## config.mk

```make
export PLATFORM = sky130hd
export DESIGN_NAME = second_loop_pll_control_regs
export DESIGN_NICKNAME = d
export VERILOG_FILES = /design/src/loop2_ctrl_pkg.sv /design/src/second_loop_pll_control_regs.sv
export SDC_FILE = /design/constraint.sdc
export NUM_CORES = 1
export LEC_CHECK = 0
export ABC_AREA = 0
export BUFFER_PORTS_ARGS = -buffer_cell sky130_fd_sc_hd__buf_2
export CORE_MARGIN = 4
export CORE_UTILIZATION = 30
export CTS_CLUSTER_DIAMETER = 100
export DETAILED_ROUTE_END_ITERATION = 10
export GPL_TIMING_DRIVEN = 0
export PLACE_DENSITY = 0.54
export SYNTH_ARGS = -nofsm -noshare
export SYNTH_HDL_FRONTEND = slang
export SYNTH_SLANG_ARGS = --single-unit
```

## constraint.sdc

```tcl
create_clock -name I_SYS_CLK -period 4.18 [get_ports I_SYS_CLK]
set_input_delay 0.418 -clock I_SYS_CLK [delete_from_list [all_inputs] [get_ports I_SYS_CLK]]
set_output_delay 0.418 -clock I_SYS_CLK [all_outputs]
set_load 0.02 [all_outputs]
```

## src/loop2_ctrl_pkg.sv

```systemverilog
// constants, field layouts and carrier types for the second-stage loop control registers
// assumes byte-wide register access at the printed offsets, one clock domain
package loop2_ctrl_pkg;

  localparam logic [15:0] ADDR_PUMP_CURRENT = 16'h0200;
  localparam logic [15:0] ADDR_FEEDBACK_DIV = 16'h0201;
  localparam logic [15:0] ADDR_CONTROL      = 16'h0202;
  localparam logic [15:0] ADDR_VCO_CONTROL  = 16'h0203;
  localparam logic [15:0] ADDR_RF_VCO_DIV   = 16'h0204;

  // field positions
  localparam int CTRL_LOCK_PD_BIT   = 7;
  localparam int CTRL_DOUBLER_BIT   = 5;
  localparam int VCO_PATH_EN_BIT    = 4;
  localparam int VCO_DIV_RESET_BIT  = 3;
  localparam int VCO_REF_VALID_BIT  = 2;
  localparam int VCO_FORCE_MID_BIT  = 1;
  localparam int VCO_CAL_BIT        = 0;
  localparam int RFD_REF_EDGE_BIT   = 5;
  localparam int RFD_FB_EDGE_BIT    = 4;
  localparam int RFD_PD_BIT         = 3;

  // values after reset
  localparam logic [7:0] RST_PUMP_CURRENT = 8'h00;
  localparam logic [7:0] RST_FEEDBACK_DIV = 8'h00;
  localparam logic [7:0] RST_CONTROL      = 8'h03;
  localparam logic [7:0] RST_VCO_CONTROL  = 8'h00;
  localparam logic [7:0] RST_RF_VCO_DIV   = 8'h00;

  // writable bits of the control, vco control and rf divider registers, reserved bits read zero
  localparam logic [7:0] MASK_CONTROL     = 8'hA3;
  localparam logic [7:0] MASK_VCO_CONTROL = 8'h1F;
  localparam logic [7:0] MASK_RF_VCO_DIV  = 8'h3F;

  localparam logic [8:0] FEEDBACK_N_MIN   = 9'h010;
  localparam logic [8:0] FEEDBACK_N_MAX   = 9'h0FF;

  typedef enum logic [1:0] {
    PUMP_TRISTATE = 2'b00,
    PUMP_DOWN     = 2'b01,
    PUMP_UP       = 2'b10,
    PUMP_NORMAL   = 2'b11
  } pump_mode_t;

  typedef enum logic [1:0] {
    CAL_IDLE   = 2'b00,
    CAL_START  = 2'b01,
    CAL_ACTIVE = 2'b10
  } cal_state_t;

  typedef struct packed {
    logic [7:0] pump_current;
    pump_mode_t pump_mode;
    logic       pump_up_en;
    logic       pump_down_en;
    logic       lock_det_pd;
    logic       ref_doubler_en;
    logic       ref_path_en;
    logic       cal_div_reset;
    logic       vco_force_mid;
    logic       vco_cal_run;
    logic       pfd_ref_falling;
    logic       pfd_fb_falling;
    logic       rf_div_pd;
    logic [2:0] rf_div_code;
  } loop2_ctrl_t;

endpackage

```

## src/second_loop_pll_control_regs.sv

```systemverilog
// register file and control decode for the second-stage loop
// assumes a byte-wide write/read port from the serial control port, one clock
`timescale 1ns/100ps
module second_loop_pll_control_regs (
  input  wire logic                       I_SYS_CLK,        // system clock 100 MHz
  input  wire logic                       I_RST_N,          // sync reset, active low
  input  wire logic                       I_CLK_EN,         // clock enable, freezes state when low
  input  wire logic                       I_WR_EN,          // write strobe, one cycle
  input  wire logic                       I_RD_EN,          // read strobe, one cycle
  input  wire logic [15:0]                I_ADDR,           // register byte address
  input  wire logic [7:0]                 I_WR_DATA,        // write data
  input  wire logic                       I_OSC_VALID,      // first loop oscillator indicator, async
  output logic      [7:0]                 O_RD_DATA,        // read data
  output logic                            O_RD_VALID,       // read data valid pulse
  output logic                            O_ADDR_ERR,       // unmapped access pulse
  output loop2_ctrl_pkg::loop2_ctrl_t     O_CTRL,           // decoded control fields
  output logic      [7:0]                 O_FEEDBACK_N,     // total feedback division
  output logic                            O_FEEDBACK_LEGAL, // feedback words in range
  output logic      [2:0]                 O_RF_DIV_RATIO,   // rf divider ratio, 0 if unsupported
  output logic                            O_RF_DIV_LEGAL,   // rf divider code supported
  output logic                            O_REF_VALID,      // reference judged valid
  output logic                            O_CAL_START,      // calibration start pulse
  output logic                            O_CAL_BUSY        // calibration running
);
  import loop2_ctrl_pkg::*;

  ////////////////////////////////////////////////////////////////////////////
  // helper functions

  function automatic logic addr_mapped(input logic [15:0] addr);
    addr_mapped = (addr == ADDR_PUMP_CURRENT) || (addr == ADDR_FEEDBACK_DIV) ||
                  (addr == ADDR_CONTROL) || (addr == ADDR_VCO_CONTROL) ||
                  (addr == ADDR_RF_VCO_DIV);
  endfunction

  function automatic logic [8:0] feedback_n(input logic [7:0] word);
    feedback_n = {1'b0, word[5:0], 2'b00} + {7'h00, word[7:6]};
  endfunction

  function automatic logic feedback_legal(input logic [7:0] word);
    logic [5:0] coarse;
    logic [1:0] fine;
    logic [8:0] n;
    coarse = word[5:0];
    fine   = word[7:6];
    n      = feedback_n(word);
    if ((n < FEEDBACK_N_MIN) || (n > FEEDBACK_N_MAX)) begin
      feedback_legal = 1'b0;
    end else if (coarse == 6'h04) begin
      feedback_legal = (fine <= 2'd1);
    end else if ((coarse == 6'h05) || (coarse == 6'h06)) begin
      feedback_legal = (fine <= 2'd2);
    end else begin
      feedback_legal = (coarse >= 6'h07);
    end
  endfunction

  function automatic logic [2:0] rf_ratio(input logic [2:0] code);
    case (code)
      3'h3:    rf_ratio = 3'h3;
      3'h4:    rf_ratio = 3'h4;
      3'h5:    rf_ratio = 3'h5;
      default: rf_ratio = 3'h0;
    endcase
  endfunction

  ////////////////////////////////////////////////////////////////////////////
  // state

  typedef struct packed {
    logic [7:0]  pump_current;
    logic [7:0]  feedback_div;
    logic [7:0]  control;
    logic [7:0]  vco_control;
    logic [7:0]  rf_vco_div;
    logic [7:0]  rd_data;
    logic        rd_valid;
    logic        addr_err;
    loop2_ctrl_t ctrl;
    logic [7:0]  fb_n;
    logic        fb_legal;
    logic [2:0]  rf_div_ratio;
    logic        rf_div_legal;
    logic        osc_s1;
    logic        osc_s2;
    logic        osc_s3;
    logic        osc_level;
    logic        ref_valid;
    cal_state_t  cal_state;
    logic        cal_start;
    logic        cal_busy;
  } state_t;

  state_t st;
  state_t next_st;

  ////////////////////////////////////////////////////////////////////////////
  // next-state logic

  always_comb begin
    logic [8:0] n_full;
    logic       wr_hit;
    n_full  = 9'h000;
    wr_hit  = 1'b0;
    next_st = st;
    next_st.rd_valid  = 1'b0;
    next_st.addr_err  = 1'b0;
    next_st.cal_start = 1'b0;

    // register writes, reserved bits held at zero
    wr_hit = I_WR_EN && addr_mapped(I_ADDR);
    if (wr_hit) begin
      case (I_ADDR)
        ADDR_PUMP_CURRENT: next_st.pump_current = I_WR_DATA;
        ADDR_FEEDBACK_DIV: next_st.feedback_div = I_WR_DATA;
        ADDR_CONTROL:      next_st.control      = I_WR_DATA & MASK_CONTROL;
        ADDR_VCO_CONTROL:  next_st.vco_control  = I_WR_DATA & MASK_VCO_CONTROL;
        ADDR_RF_VCO_DIV:   next_st.rf_vco_div   = I_WR_DATA & MASK_RF_VCO_DIV;
        default:           next_st.pump_current = st.pump_current;
      endcase
    end

    // read-back, unmapped reads return zero and flag
    if (I_RD_EN) begin
      next_st.rd_valid = 1'b1;
      case (I_ADDR)
        ADDR_PUMP_CURRENT: next_st.rd_data = st.pump_current;
        ADDR_FEEDBACK_DIV: next_st.rd_data = st.feedback_div;
        ADDR_CONTROL:      next_st.rd_data = st.control;
        ADDR_VCO_CONTROL:  next_st.rd_data = st.vco_control;
        ADDR_RF_VCO_DIV:   next_st.rd_data = st.rf_vco_div;
        default:           next_st.rd_data = 8'h00;
      endcase
    end
    if ((I_RD_EN || I_WR_EN) && !addr_mapped(I_ADDR)) begin
      next_st.addr_err = 1'b1;
    end

    // decoded control fields follow the registers one cycle later
    // current magnitude
    next_st.ctrl.pump_current    = st.pump_current;
    next_st.ctrl.pump_mode       = pump_mode_t'(st.control[1:0]);
    next_st.ctrl.pump_up_en      = (st.control[1:0] == PUMP_UP) || (st.control[1:0] == PUMP_NORMAL);
    next_st.ctrl.pump_down_en    = (st.control[1:0] == PUMP_DOWN) || (st.control[1:0] == PUMP_NORMAL);
    next_st.ctrl.lock_det_pd     = st.control[CTRL_LOCK_PD_BIT];
    next_st.ctrl.ref_doubler_en  = st.control[CTRL_DOUBLER_BIT];
    next_st.ctrl.ref_path_en     = st.vco_control[VCO_PATH_EN_BIT];
    next_st.ctrl.cal_div_reset   = st.vco_control[VCO_DIV_RESET_BIT];
    next_st.ctrl.vco_force_mid   = st.vco_control[VCO_FORCE_MID_BIT];
    next_st.ctrl.vco_cal_run     = st.vco_control[VCO_CAL_BIT];
    next_st.ctrl.pfd_ref_falling = st.rf_vco_div[RFD_REF_EDGE_BIT];
    next_st.ctrl.pfd_fb_falling  = st.rf_vco_div[RFD_FB_EDGE_BIT];
    next_st.ctrl.rf_div_pd       = st.rf_vco_div[RFD_PD_BIT];
    next_st.ctrl.rf_div_code     = st.rf_vco_div[2:0];

    n_full           = feedback_n(st.feedback_div);
    next_st.fb_n     = n_full[7:0];
    next_st.fb_legal = feedback_legal(st.feedback_div);

    next_st.rf_div_ratio = rf_ratio(st.rf_vco_div[2:0]);
    next_st.rf_div_legal = (rf_ratio(st.rf_vco_div[2:0]) != 3'h0);

    // indicator synchroniser, change taken once stages two and three agree
    next_st.osc_s1 = I_OSC_VALID;
    next_st.osc_s2 = st.osc_s1;
    next_st.osc_s3 = st.osc_s2;
    if (st.osc_s2 == st.osc_s3) begin
      next_st.osc_level = st.osc_s3;
    end

    next_st.ref_valid = st.vco_control[VCO_REF_VALID_BIT] | st.osc_level;

    // start on one, reset on zero
    case (st.cal_state)
      CAL_IDLE: begin
        if (st.vco_control[VCO_CAL_BIT]) begin
          next_st.cal_state = CAL_START;
          next_st.cal_start = 1'b1;
        end
      end
      CAL_START: begin
        if (st.vco_control[VCO_CAL_BIT]) begin
          next_st.cal_state = CAL_ACTIVE;
        end else begin
          next_st.cal_state = CAL_IDLE;
        end
      end
      CAL_ACTIVE: begin
        if (!st.vco_control[VCO_CAL_BIT]) begin
          next_st.cal_state = CAL_IDLE;
        end
      end
      default: begin
        next_st.cal_state = CAL_IDLE;
      end
    endcase
    next_st.cal_busy = (next_st.cal_state != CAL_IDLE);
  end

  ////////////////////////////////////////////////////////////////////////////
  // state register

  always_ff @(posedge I_SYS_CLK) begin
    if (!I_RST_N) begin
      st.pump_current         <= RST_PUMP_CURRENT;
      st.feedback_div         <= RST_FEEDBACK_DIV;
      st.control              <= RST_CONTROL;
      st.vco_control          <= RST_VCO_CONTROL;
      st.rf_vco_div           <= RST_RF_VCO_DIV;
      st.rd_data              <= 8'h00;
      st.rd_valid             <= 1'b0;
      st.addr_err             <= 1'b0;
      st.ctrl.pump_current    <= RST_PUMP_CURRENT;
      st.ctrl.pump_mode       <= PUMP_NORMAL;
      st.ctrl.pump_up_en      <= 1'b1;
      st.ctrl.pump_down_en    <= 1'b1;
      st.ctrl.lock_det_pd     <= 1'b0;
      st.ctrl.ref_doubler_en  <= 1'b0;
      st.ctrl.ref_path_en     <= 1'b0;
      st.ctrl.cal_div_reset   <= 1'b0;
      st.ctrl.vco_force_mid   <= 1'b0;
      st.ctrl.vco_cal_run     <= 1'b0;
      st.ctrl.pfd_ref_falling <= 1'b0;
      st.ctrl.pfd_fb_falling  <= 1'b0;
      st.ctrl.rf_div_pd       <= 1'b0;
      st.ctrl.rf_div_code     <= 3'h0;
      st.fb_n                 <= 8'h00;
      st.fb_legal             <= 1'b0;
      st.rf_div_ratio         <= 3'h0;
      st.rf_div_legal         <= 1'b0;
      st.osc_s1               <= 1'b0;
      st.osc_s2               <= 1'b0;
      st.osc_s3               <= 1'b0;
      st.osc_level            <= 1'b0;
      st.ref_valid            <= 1'b0;
      st.cal_state            <= CAL_IDLE;
      st.cal_start            <= 1'b0;
      st.cal_busy             <= 1'b0;
    end else if (I_CLK_EN) begin
      st <= next_st;
    end
  end

  ////////////////////////////////////////////////////////////////////////////
  // outputs straight from the state register

  assign O_RD_DATA        = st.rd_data;
  assign O_RD_VALID       = st.rd_valid;
  assign O_ADDR_ERR       = st.addr_err;
  assign O_CTRL           = st.ctrl;
  assign O_FEEDBACK_N     = st.fb_n;
  assign O_FEEDBACK_LEGAL = st.fb_legal;
  assign O_RF_DIV_RATIO   = st.rf_div_ratio;
  assign O_RF_DIV_LEGAL   = st.rf_div_legal;
  assign O_REF_VALID      = st.ref_valid;
  assign O_CAL_START      = st.cal_start;
  assign O_CAL_BUSY       = st.cal_busy;

endmodule // second_loop_pll_control_regs

```

**Word-level counts from Yosys, hierarchy flattened**

Cells that the tools add are included.

- Register bits: 87
- Bits of input ports: 30
- Output and inout port bits: 50
- Word-level logic and storage cells: 92

- Add/subtract/negate cells: 1
- Magnitude comparators: 5
- Equality and inequality tests: 17
- Mux-type cells: 12
- Bitwise operators: 1
- Reduce and logical (&&, ||, !) cells: 22

Operators with widths:

| kind | count |
|---|---|
| == test 16 x 10 -> 1 bit (second input constant) | 5 |
| case mux 8 bit (5 select lines) | 1 |
| == test 6 x 3 -> 1 bit (second input constant) | 3 |
| AND reduction 3 bit | 5 |
| adder 8 x 2 -> 9 bit | 1 |
| greater-than comparator 9 x 8 -> 1 bit (second input constant) | 1 |
| logical OR 1 bit | 9 |
| less-than comparator 9 x 5 -> 1 bit (second input constant) | 1 |
| case mux 3 bit (3 select lines) | 1 |
| == test 2 bit (second input constant) | 3 |
| == test 3 bit (second input constant) | 2 |
| greater-or-equal comparator 6 x 3 -> 1 bit (second input constant) | 1 |
| 2-to-1 mux 1 bit | 6 |
| case mux 2 bit (3 select lines) | 1 |
| == test 2 x 1 -> 1 bit (second input constant) | 2 |
| 2-to-1 mux 2 bit | 2 |
| AND reduction 2 bit | 2 |
| == test 3 x 2 -> 1 bit (second input constant) | 1 |
| 2-to-1 mux 3 bit | 1 |
| nonzero test 3 bit | 1 |
| less-or-equal comparator 2 x 1 -> 1 bit (second input constant) | 1 |
| less-or-equal comparator 2 bit (second input constant) | 1 |
| logical AND 1 bit | 2 |
| zero test 2 bit | 1 |
| other kinds (4) | 4 |

**Depth between registers and ports, before layout**

Gate-level depths: netlist of the first run.

- Depth in word-level cells: 8
- Gate-level depth with buffers: 6

**Worst setup path before layout of the first run**

Ideal clock, no wire load.

- Path type: input port to flip-flop
- Start point: in I_ADDR[7]
- End point: reg st, in the netlist O_RD_DATA[7]
- Arrival time: 2.290 ns
- Required time: 4.109 ns
- Path slack: 1.819 ns
- Stages on the path: 6
- Path through: or4b_1 > buf_2 > or4_4 > buf_6 > or4_1 > a21oi_1

- Word-level cells in the longest chain between the ends: 2
- Elaborated cells between the ends (all ways): 6
- Those cells by class: 5 x eq/ne; 1 x mux

RTL lines:

| what | RTL line | text |
|---|---|---|
| start: declaration | second_loop_pll_control_regs.sv:10 | `input wire logic [15:0] I_ADDR,` |
| == test 16 x 10 -> 1 bit | second_loop_pll_control_regs.sv:126 | `case (I_ADDR)` |
| case mux 8 bit (5 select lines) (*) | second_loop_pll_control_regs.sv:126 |  |
| end: declaration | second_loop_pll_control_regs.sv:94 | `state_t st;` |

Every way passes the cells marked *; elsewhere a longest branch is shown, timed or not.
A chain may end at the register's enable or synchronous reset.

**Worst setup path in the final report of the first run**

- Start point: in I_ADDR[7]
- End point: reg st, in the netlist next_st[29]

- Word-level cells in the longest chain between the ends: 7
- Elaborated cells between the ends (all ways): 11
- Those cells by class: 5 x eq/ne; 6 x reduce/logical

RTL lines:

| what | RTL line | text |
|---|---|---|
| == test 16 x 10 -> 1 bit | second_loop_pll_control_regs.sv:31 | `addr_mapped = (addr == ADDR_PUMP_CURRENT) \|\| (addr == ADDR_FEEDBACK_DIV) \|\|` |
| logical OR 1 bit (2 in series) | second_loop_pll_control_regs.sv:31 |  |
| logical OR 1 bit (2 in series) | second_loop_pll_control_regs.sv:32 | `(addr == ADDR_CONTROL) \|\| (addr == ADDR_VCO_CONTROL) \|\|` |
| logical AND 1 bit | second_loop_pll_control_regs.sv:111 | `wr_hit = I_WR_EN && addr_mapped(I_ADDR);` |
| AND reduction 3 bit (no source line) (*) | n/a |  |

Marks and branches as above.

==> metrics.csv, run 1 <==
metric;value;unit
drive_gt1_share;27.2;%
ctsRootBufferMaster;clkbuf_16;
global_route.usage.met1;20.6;%
grt_pass1_wl;17600;um
grt.met3_usage;2.24;%
p_leak;2.15;nW
power;1.70;mW
hold_class;in2reg;
drcViolationCount;0;
cts.sink_count;87;
post_dp_cell_area;4570;um2
worst-setup-path-type;in2reg;
synthesis.instances;442;
die_h;123;um
placed_cells;690;
fin_area;4840;um2
portBuffers;76;
cp-start-kind;input port;
numCtsBuffers;9;
viasPerCell;4.64;
seqPwrFrac;49.2;%
finalHoldViolCount;0;
n_antenna_cell;0;
end_kind;flip-flop;
grt_overflow;0;
hp-start;I_OSC_VALID;
rows;41;
cts_tree;yes;
ctsLongestPathBuffers;2;
synth_edf_count;0;
hold_buffers;0;
h-tree-depth;3;
ys_ff_latch;87;
p_comb_share;6.5;%
fin_ws;1.90;ns
slew_violations;0;
relSlewSlack;45.4;%
layout_commonest_cell;dfxtp_1;
grt_pass1_vias;3267;
crit_top_cell;buf_2;
rsz0062_at_grt;no;
setup_viol;0;
yosys_most_used_dff;dfxtp_1;
r2r_cells;4;
ant_nets;0;
io_pins;80;
synth.distinct_cells;47;
clk_latency;0.34;ns
path_max_fanout;7;
cts_setup_buffers;0;
worstReg2RegStart;next_st[22];
num-fill-cells;1332;
stdcell_count;705;
setup_tns;0;ns
ctsResizeCount;0;
postRouteWirelength;11100;um
final_util;37.9;%
worstPathRequired;4.45;ns
ys_seq_area_share;43.9;%
syn_avg_cell_area;8.98;um2
die_w;123;um
powerDensity;352;nW/um2
hold_ws;0.326;ns
final_cell_mix;dfxtp_1 (87), buf_2 (79), mux2i_1 (62);
drtIter0Drc;166;
slowest_delay;0.52;ns
grt_use_total;15.3;%
async_reset_ff_share;0;%
timing.rr.end;O_RD_DATA[0];
peakVddDrop;209;uV
nets;559;
clk_pin_slew;0.06;ns
dr.pass1.iters;4;
use_met2;24.2;%
grt.busiest_layer;met2;
switching_share;23.5;%
r2r_slack;2.77;ns
critPathBufInv;3;
p_sw;0.400;mW
period_share;54.5;%
layout_min_cycle_time;2.28;ns
cap_violations;0;
grt_antenna_before_repair;0;
worst_pin_slew;0.813;ns
core_area;12800;um2
hpwl;8450;um
crit_chain;buf_2 -> or4b_1 -> buf_2 -> or3_2 -> clkbuf_1 -> nor3_4 -> mux2i_1;
dieArea;15100;um2
worstHoldEndpoint;next_st[7];
ys_warn_count;0;
syn_area;3970;um2
fmax;439;MHz
crit_family;simple AND/OR/NAND/NOR gates;
worstPathArrival;2.55;ns
place_ws;1.57;ns
syn-num-nets;472;
pwr-share-clk;44.3;%
final.setup_skew;0.00548;ns
grt_max_degree;14;
crit_slowest_cell;or4b_1;
hold_depth;3;
area_growth_syn_to_layout;21.9;%
status;finished clean;
num_vias;3273;
initial_core_util;31.1;%
wl_per_cell;15.8;um
p_int;1.30;mW
gp_congestion;0.873;
[power by group through the flow]
stage               logic [mW]  registers [mW]  clock network [mW]
finish                   0.110           0.837               0.755
global route             0.120           0.838               0.810
CTS                      0.111           0.837               0.772
detailed placement       0.111           0.856                   0
global placement         0.109           0.856                   0
floorplan               0.0631           0.858                   0
[routing by layer]
layer	vias to the layer above	wire length, um	share of wire [%]
met4	0	234	2.1
met5	-	0	0
met3	13	421	3.8
li1	1658	-	-
met2	69	5260	47
met1	1533	5210	47
[worst max path at each step]
stage / start / end / slack, ns / cells after the start
finish: I_ADDR[7] / next_st[29] / 1.90 / 7
global route: I_ADDR[7] / O_RD_DATA[4] / 1.75 / 6
CTS: I_ADDR[7] / next_st[28] / 1.92 / 7
detailed placement: I_ADDR[7] / next_st[29] / 1.57 / 7
global placement: I_ADDR[7] / next_st[28] / 1.58 / 7
floorplan: I_ADDR[7] / O_RD_DATA[7] / 1.82 / 6
[tightest hold or removal path, delay by kind of cell]
kind / cells / cell delay, ns
buffers and inverters: 1 / 0.08
AND/OR/NAND/NOR: 1 / 0.08
multiplexers: 1 / 0.05
[kinds of logic after synthesis]
| family | after synthesis | synth area share, % |
|---|---|---|
| flip-flops | 87 | 43.9 |
| multiplexers | 65 | 16.5 |
| AO/OA/AOI/OAI | 64 | 9.71 |
| AND/OR/NAND/NOR | 145 | 17.8 |
| XOR/XNOR | 1 | 0.221 |
| buffers and inverters | 80 | 11.9 |
[synthesized netlist by cell type (3+ instances only)]
cell type  instances  area share, %
nand2_1           47            4.4
a221oi_1           3           0.66
buf_4             43            8.1
or3_1              4           0.63
dfxtp_1           87             44
a21boi_0           4           0.76
mux2i_1           62             16
a21oi_1           22            2.8
nor2_1            42            4.0
buf_2              3           0.38
o21a_1             3           0.57
or4_1              3           0.57
o21ai_0           21            2.6
o2bb2ai_1          3           0.66
nor2b_1            5           0.79
clkbuf_1          24            2.3
buf_1              3           0.28
inv_1              5           0.47
nand4_1           10            1.6
nand3_1           11            1.4
nor3_1             6           0.76
mux2_2             3           0.85
[cell type report]
class / count / area (um2) / area share [%]
Multi-Input combinational cell: 275 / 1760 / 36.3
Timing Repair Buffer: 76 / 380 / 7.86
Clock inverter: 3 / 18.8 / 0.388
Buffer: 74 / 450 / 9.30
Clock buffer: 12 / 256 / 5.30
Inverter: 6 / 22.5 / 0.465
Sequential cell: 87 / 1740 / 36.0
Tap cell: 172 / 215 / 4.45
[sequential cells by signal, indices dropped and copies added, names as in the netlist, 3 cells and up]
signal          flops
st                 13
O_RF_DIV_RATIO      3
O_RD_DATA           8
next_st            24
O_FEEDBACK_N        8
O_CTRL             24
Power figures use the tool's default switching activity.
==> inputs of run 2 (changes only) <==
clock period = 2.2 ns   (was 4.18 ns; I/O delays follow)
==> metrics.csv, run 2 (synthesized netlist as in run 1, its figures left out) <==
metric;value;unit;change
worstPathArrival;2.36;ns;-0.19 ns
drtIter0Drc;176;;+6.0%
rsz0062_at_grt;no;;
crit_top_cell;clkbuf_1;;
worst-setup-path-type;in2reg;;
cap_violations;0;;unchanged
ctsRootBufferMaster;clkbuf_16;;
worstReg2RegStart;next_st[22];;
postRouteWirelength;11200;um;+0.48%
slowest_delay;0.51;ns;about the same
dieArea;15100;um2;unchanged
drive_gt1_share;27.2;%;unchanged
period_share;94.8;%;
hold_depth;3;;unchanged
placed_cells;690;;unchanged
worst_pin_slew;0.864;ns;+0.0506 ns
h-tree-depth;3;;unchanged
drcViolationCount;0;;unchanged
crit_chain;buf_2 -> or4_1 -> clkbuf_1 -> or3_2 -> clkbuf_1 -> nor3_4 -> mux2i_1;;
stdcell_count;705;;unchanged
final.setup_skew;0.00645;ns;+0.000973 ns
r2r_slack;0.78;ns;-1.99 ns
hold_class;in2reg;;
layout_min_cycle_time;2.08;ns;
relSlewSlack;42.0;%;-3.4 points
final_util;38.0;%;+0.069 points
r2r_cells;4;;unchanged
grt_pass1_vias;3267;;unchanged
p_leak;2.16;nW;+0.45%
dr.pass1.iters;4;;unchanged
num-fill-cells;1332;;unchanged
rows;41;;unchanged
status;finished clean;;
grt_pass1_wl;17600;um;unchanged
nets;559;;unchanged
timing.rr.end;O_RD_DATA[0];;
setup_viol;0;;unchanged
post_dp_cell_area;4570;um2;unchanged
initial_core_util;31.1;%;unchanged
clk_pin_slew;0.06;ns;about the same
layout_commonest_cell;dfxtp_1;;
die_h;123;um;unchanged
worstSetupStartpoint;I_ADDR[13];;
worstSetupEndpoint;next_st[29];;
core_area;12800;um2;unchanged
fin_area;4850;um2;+0.18%
crit_slowest_cell;or4_1;;
portBuffers;76;;unchanged
grt_overflow;0;;unchanged
ctsLongestPathBuffers;2;;unchanged
grt_antenna_before_repair;0;;unchanged
hold_buffers;0;;unchanged
io_pins;80;;unchanged
gp_congestion;0.873;;unchanged
wl_per_cell;15.8;um;+0.48%
grt_use_total;15.3;%;unchanged
peakVddDrop;400;uV;+92%
path_max_fanout;7;;unchanged
num_vias;3297;;+0.73%
end_kind;flip-flop;;
area_growth_syn_to_layout;22.2;%;
power;3.24;mW;+90%
slew_violations;0;;unchanged
hpwl;8450;um;unchanged
final_cell_mix;dfxtp_1 (87), buf_2 (79), mux2i_1 (62);;
numCtsBuffers;9;;unchanged
viasPerCell;4.68;;+0.73%
grt_max_degree;14;;unchanged
n_antenna_cell;0;;unchanged
setup_tns;0;ns;unchanged
cts.sink_count;87;;unchanged
fmax;480;MHz;
die_w;123;um;unchanged
worstPathRequired;2.47;ns;-1.98 ns
finalHoldViolCount;0;;unchanged
cts_tree;yes;;
powerDensity;667;nW/um2;+90%
ant_nets;0;;unchanged
cp-start-kind;input port;;
clk_latency;0.34;ns;about the same
-- run 2: worst min-delay path by stage --
stage	startpoint	endpoint	slack [ns]
floorplan	I_OSC_VALID	next_st[7]	0.37
global placement	O_CTRL[15]	O_CTRL[15]	0.44
detailed placement	O_RD_DATA[1]	O_RD_DATA[1]	0.45
CTS	I_OSC_VALID	next_st[7]	0.13
global route	I_OSC_VALID	next_st[7]	0.14
finish	I_OSC_VALID	next_st[7]	0.13
-- run 2: area by class of cell --
cell class                      count  area (um2)  share of cell area [%]
Clock buffer                       12         256                    5.29
Clock inverter                      3        18.8                   0.387
Inverter                            6        22.5                   0.464
Tap cell                          172         215                    4.44
Timing Repair Buffer               76         380                    7.84
Multi-Input combinational cell    275        1760                    36.4
Buffer                             74         450                    9.29
Sequential cell                    87        1740                    35.9
-- run 2: per-layer routing --
layer  track usage [%]  share of wire (%)
met1              20.6                 47
met2              24.2                 46
met3              2.24                4.5
met4              7.13                2.4
met5                 0                  0
-- run 2: through the flow --
step	setup WS, ns	hold slack [ns]
after CTS	0.136	0.129
final	0.115	0.126
after floorplan	0.0372	0.367
after detailed placement	-0.215	0.448
after global placement	-0.206	0.442
after global routing	0.0108	0.139
-- run 2: timing repair --
item | 4_1_cts | 5_1_grt
setup endpoints to repair | 0 | 3
resized for setup | 0 | 1
setup buffers | 0 | 0
-- run 2: critical path, delay by kind of cell --
family                 cells  cell delay [ns]
buffers and inverters      3             0.54
muxes                      1             0.22
and+or+nand+nor            3             1.37
-- run 2: power breakdown --
group | switching, mW | total (mW) | internal, mW | leakage, nW
clock network | 0.617 | 1.44 | 0.819 | 0.138
logic | 0.140 | 0.210 | 0.0696 | 1.32
registers | 0.00548 | 1.59 | 1.59 | 0.703
total | 0.762 | 3.24 | 2.47 | 2.16
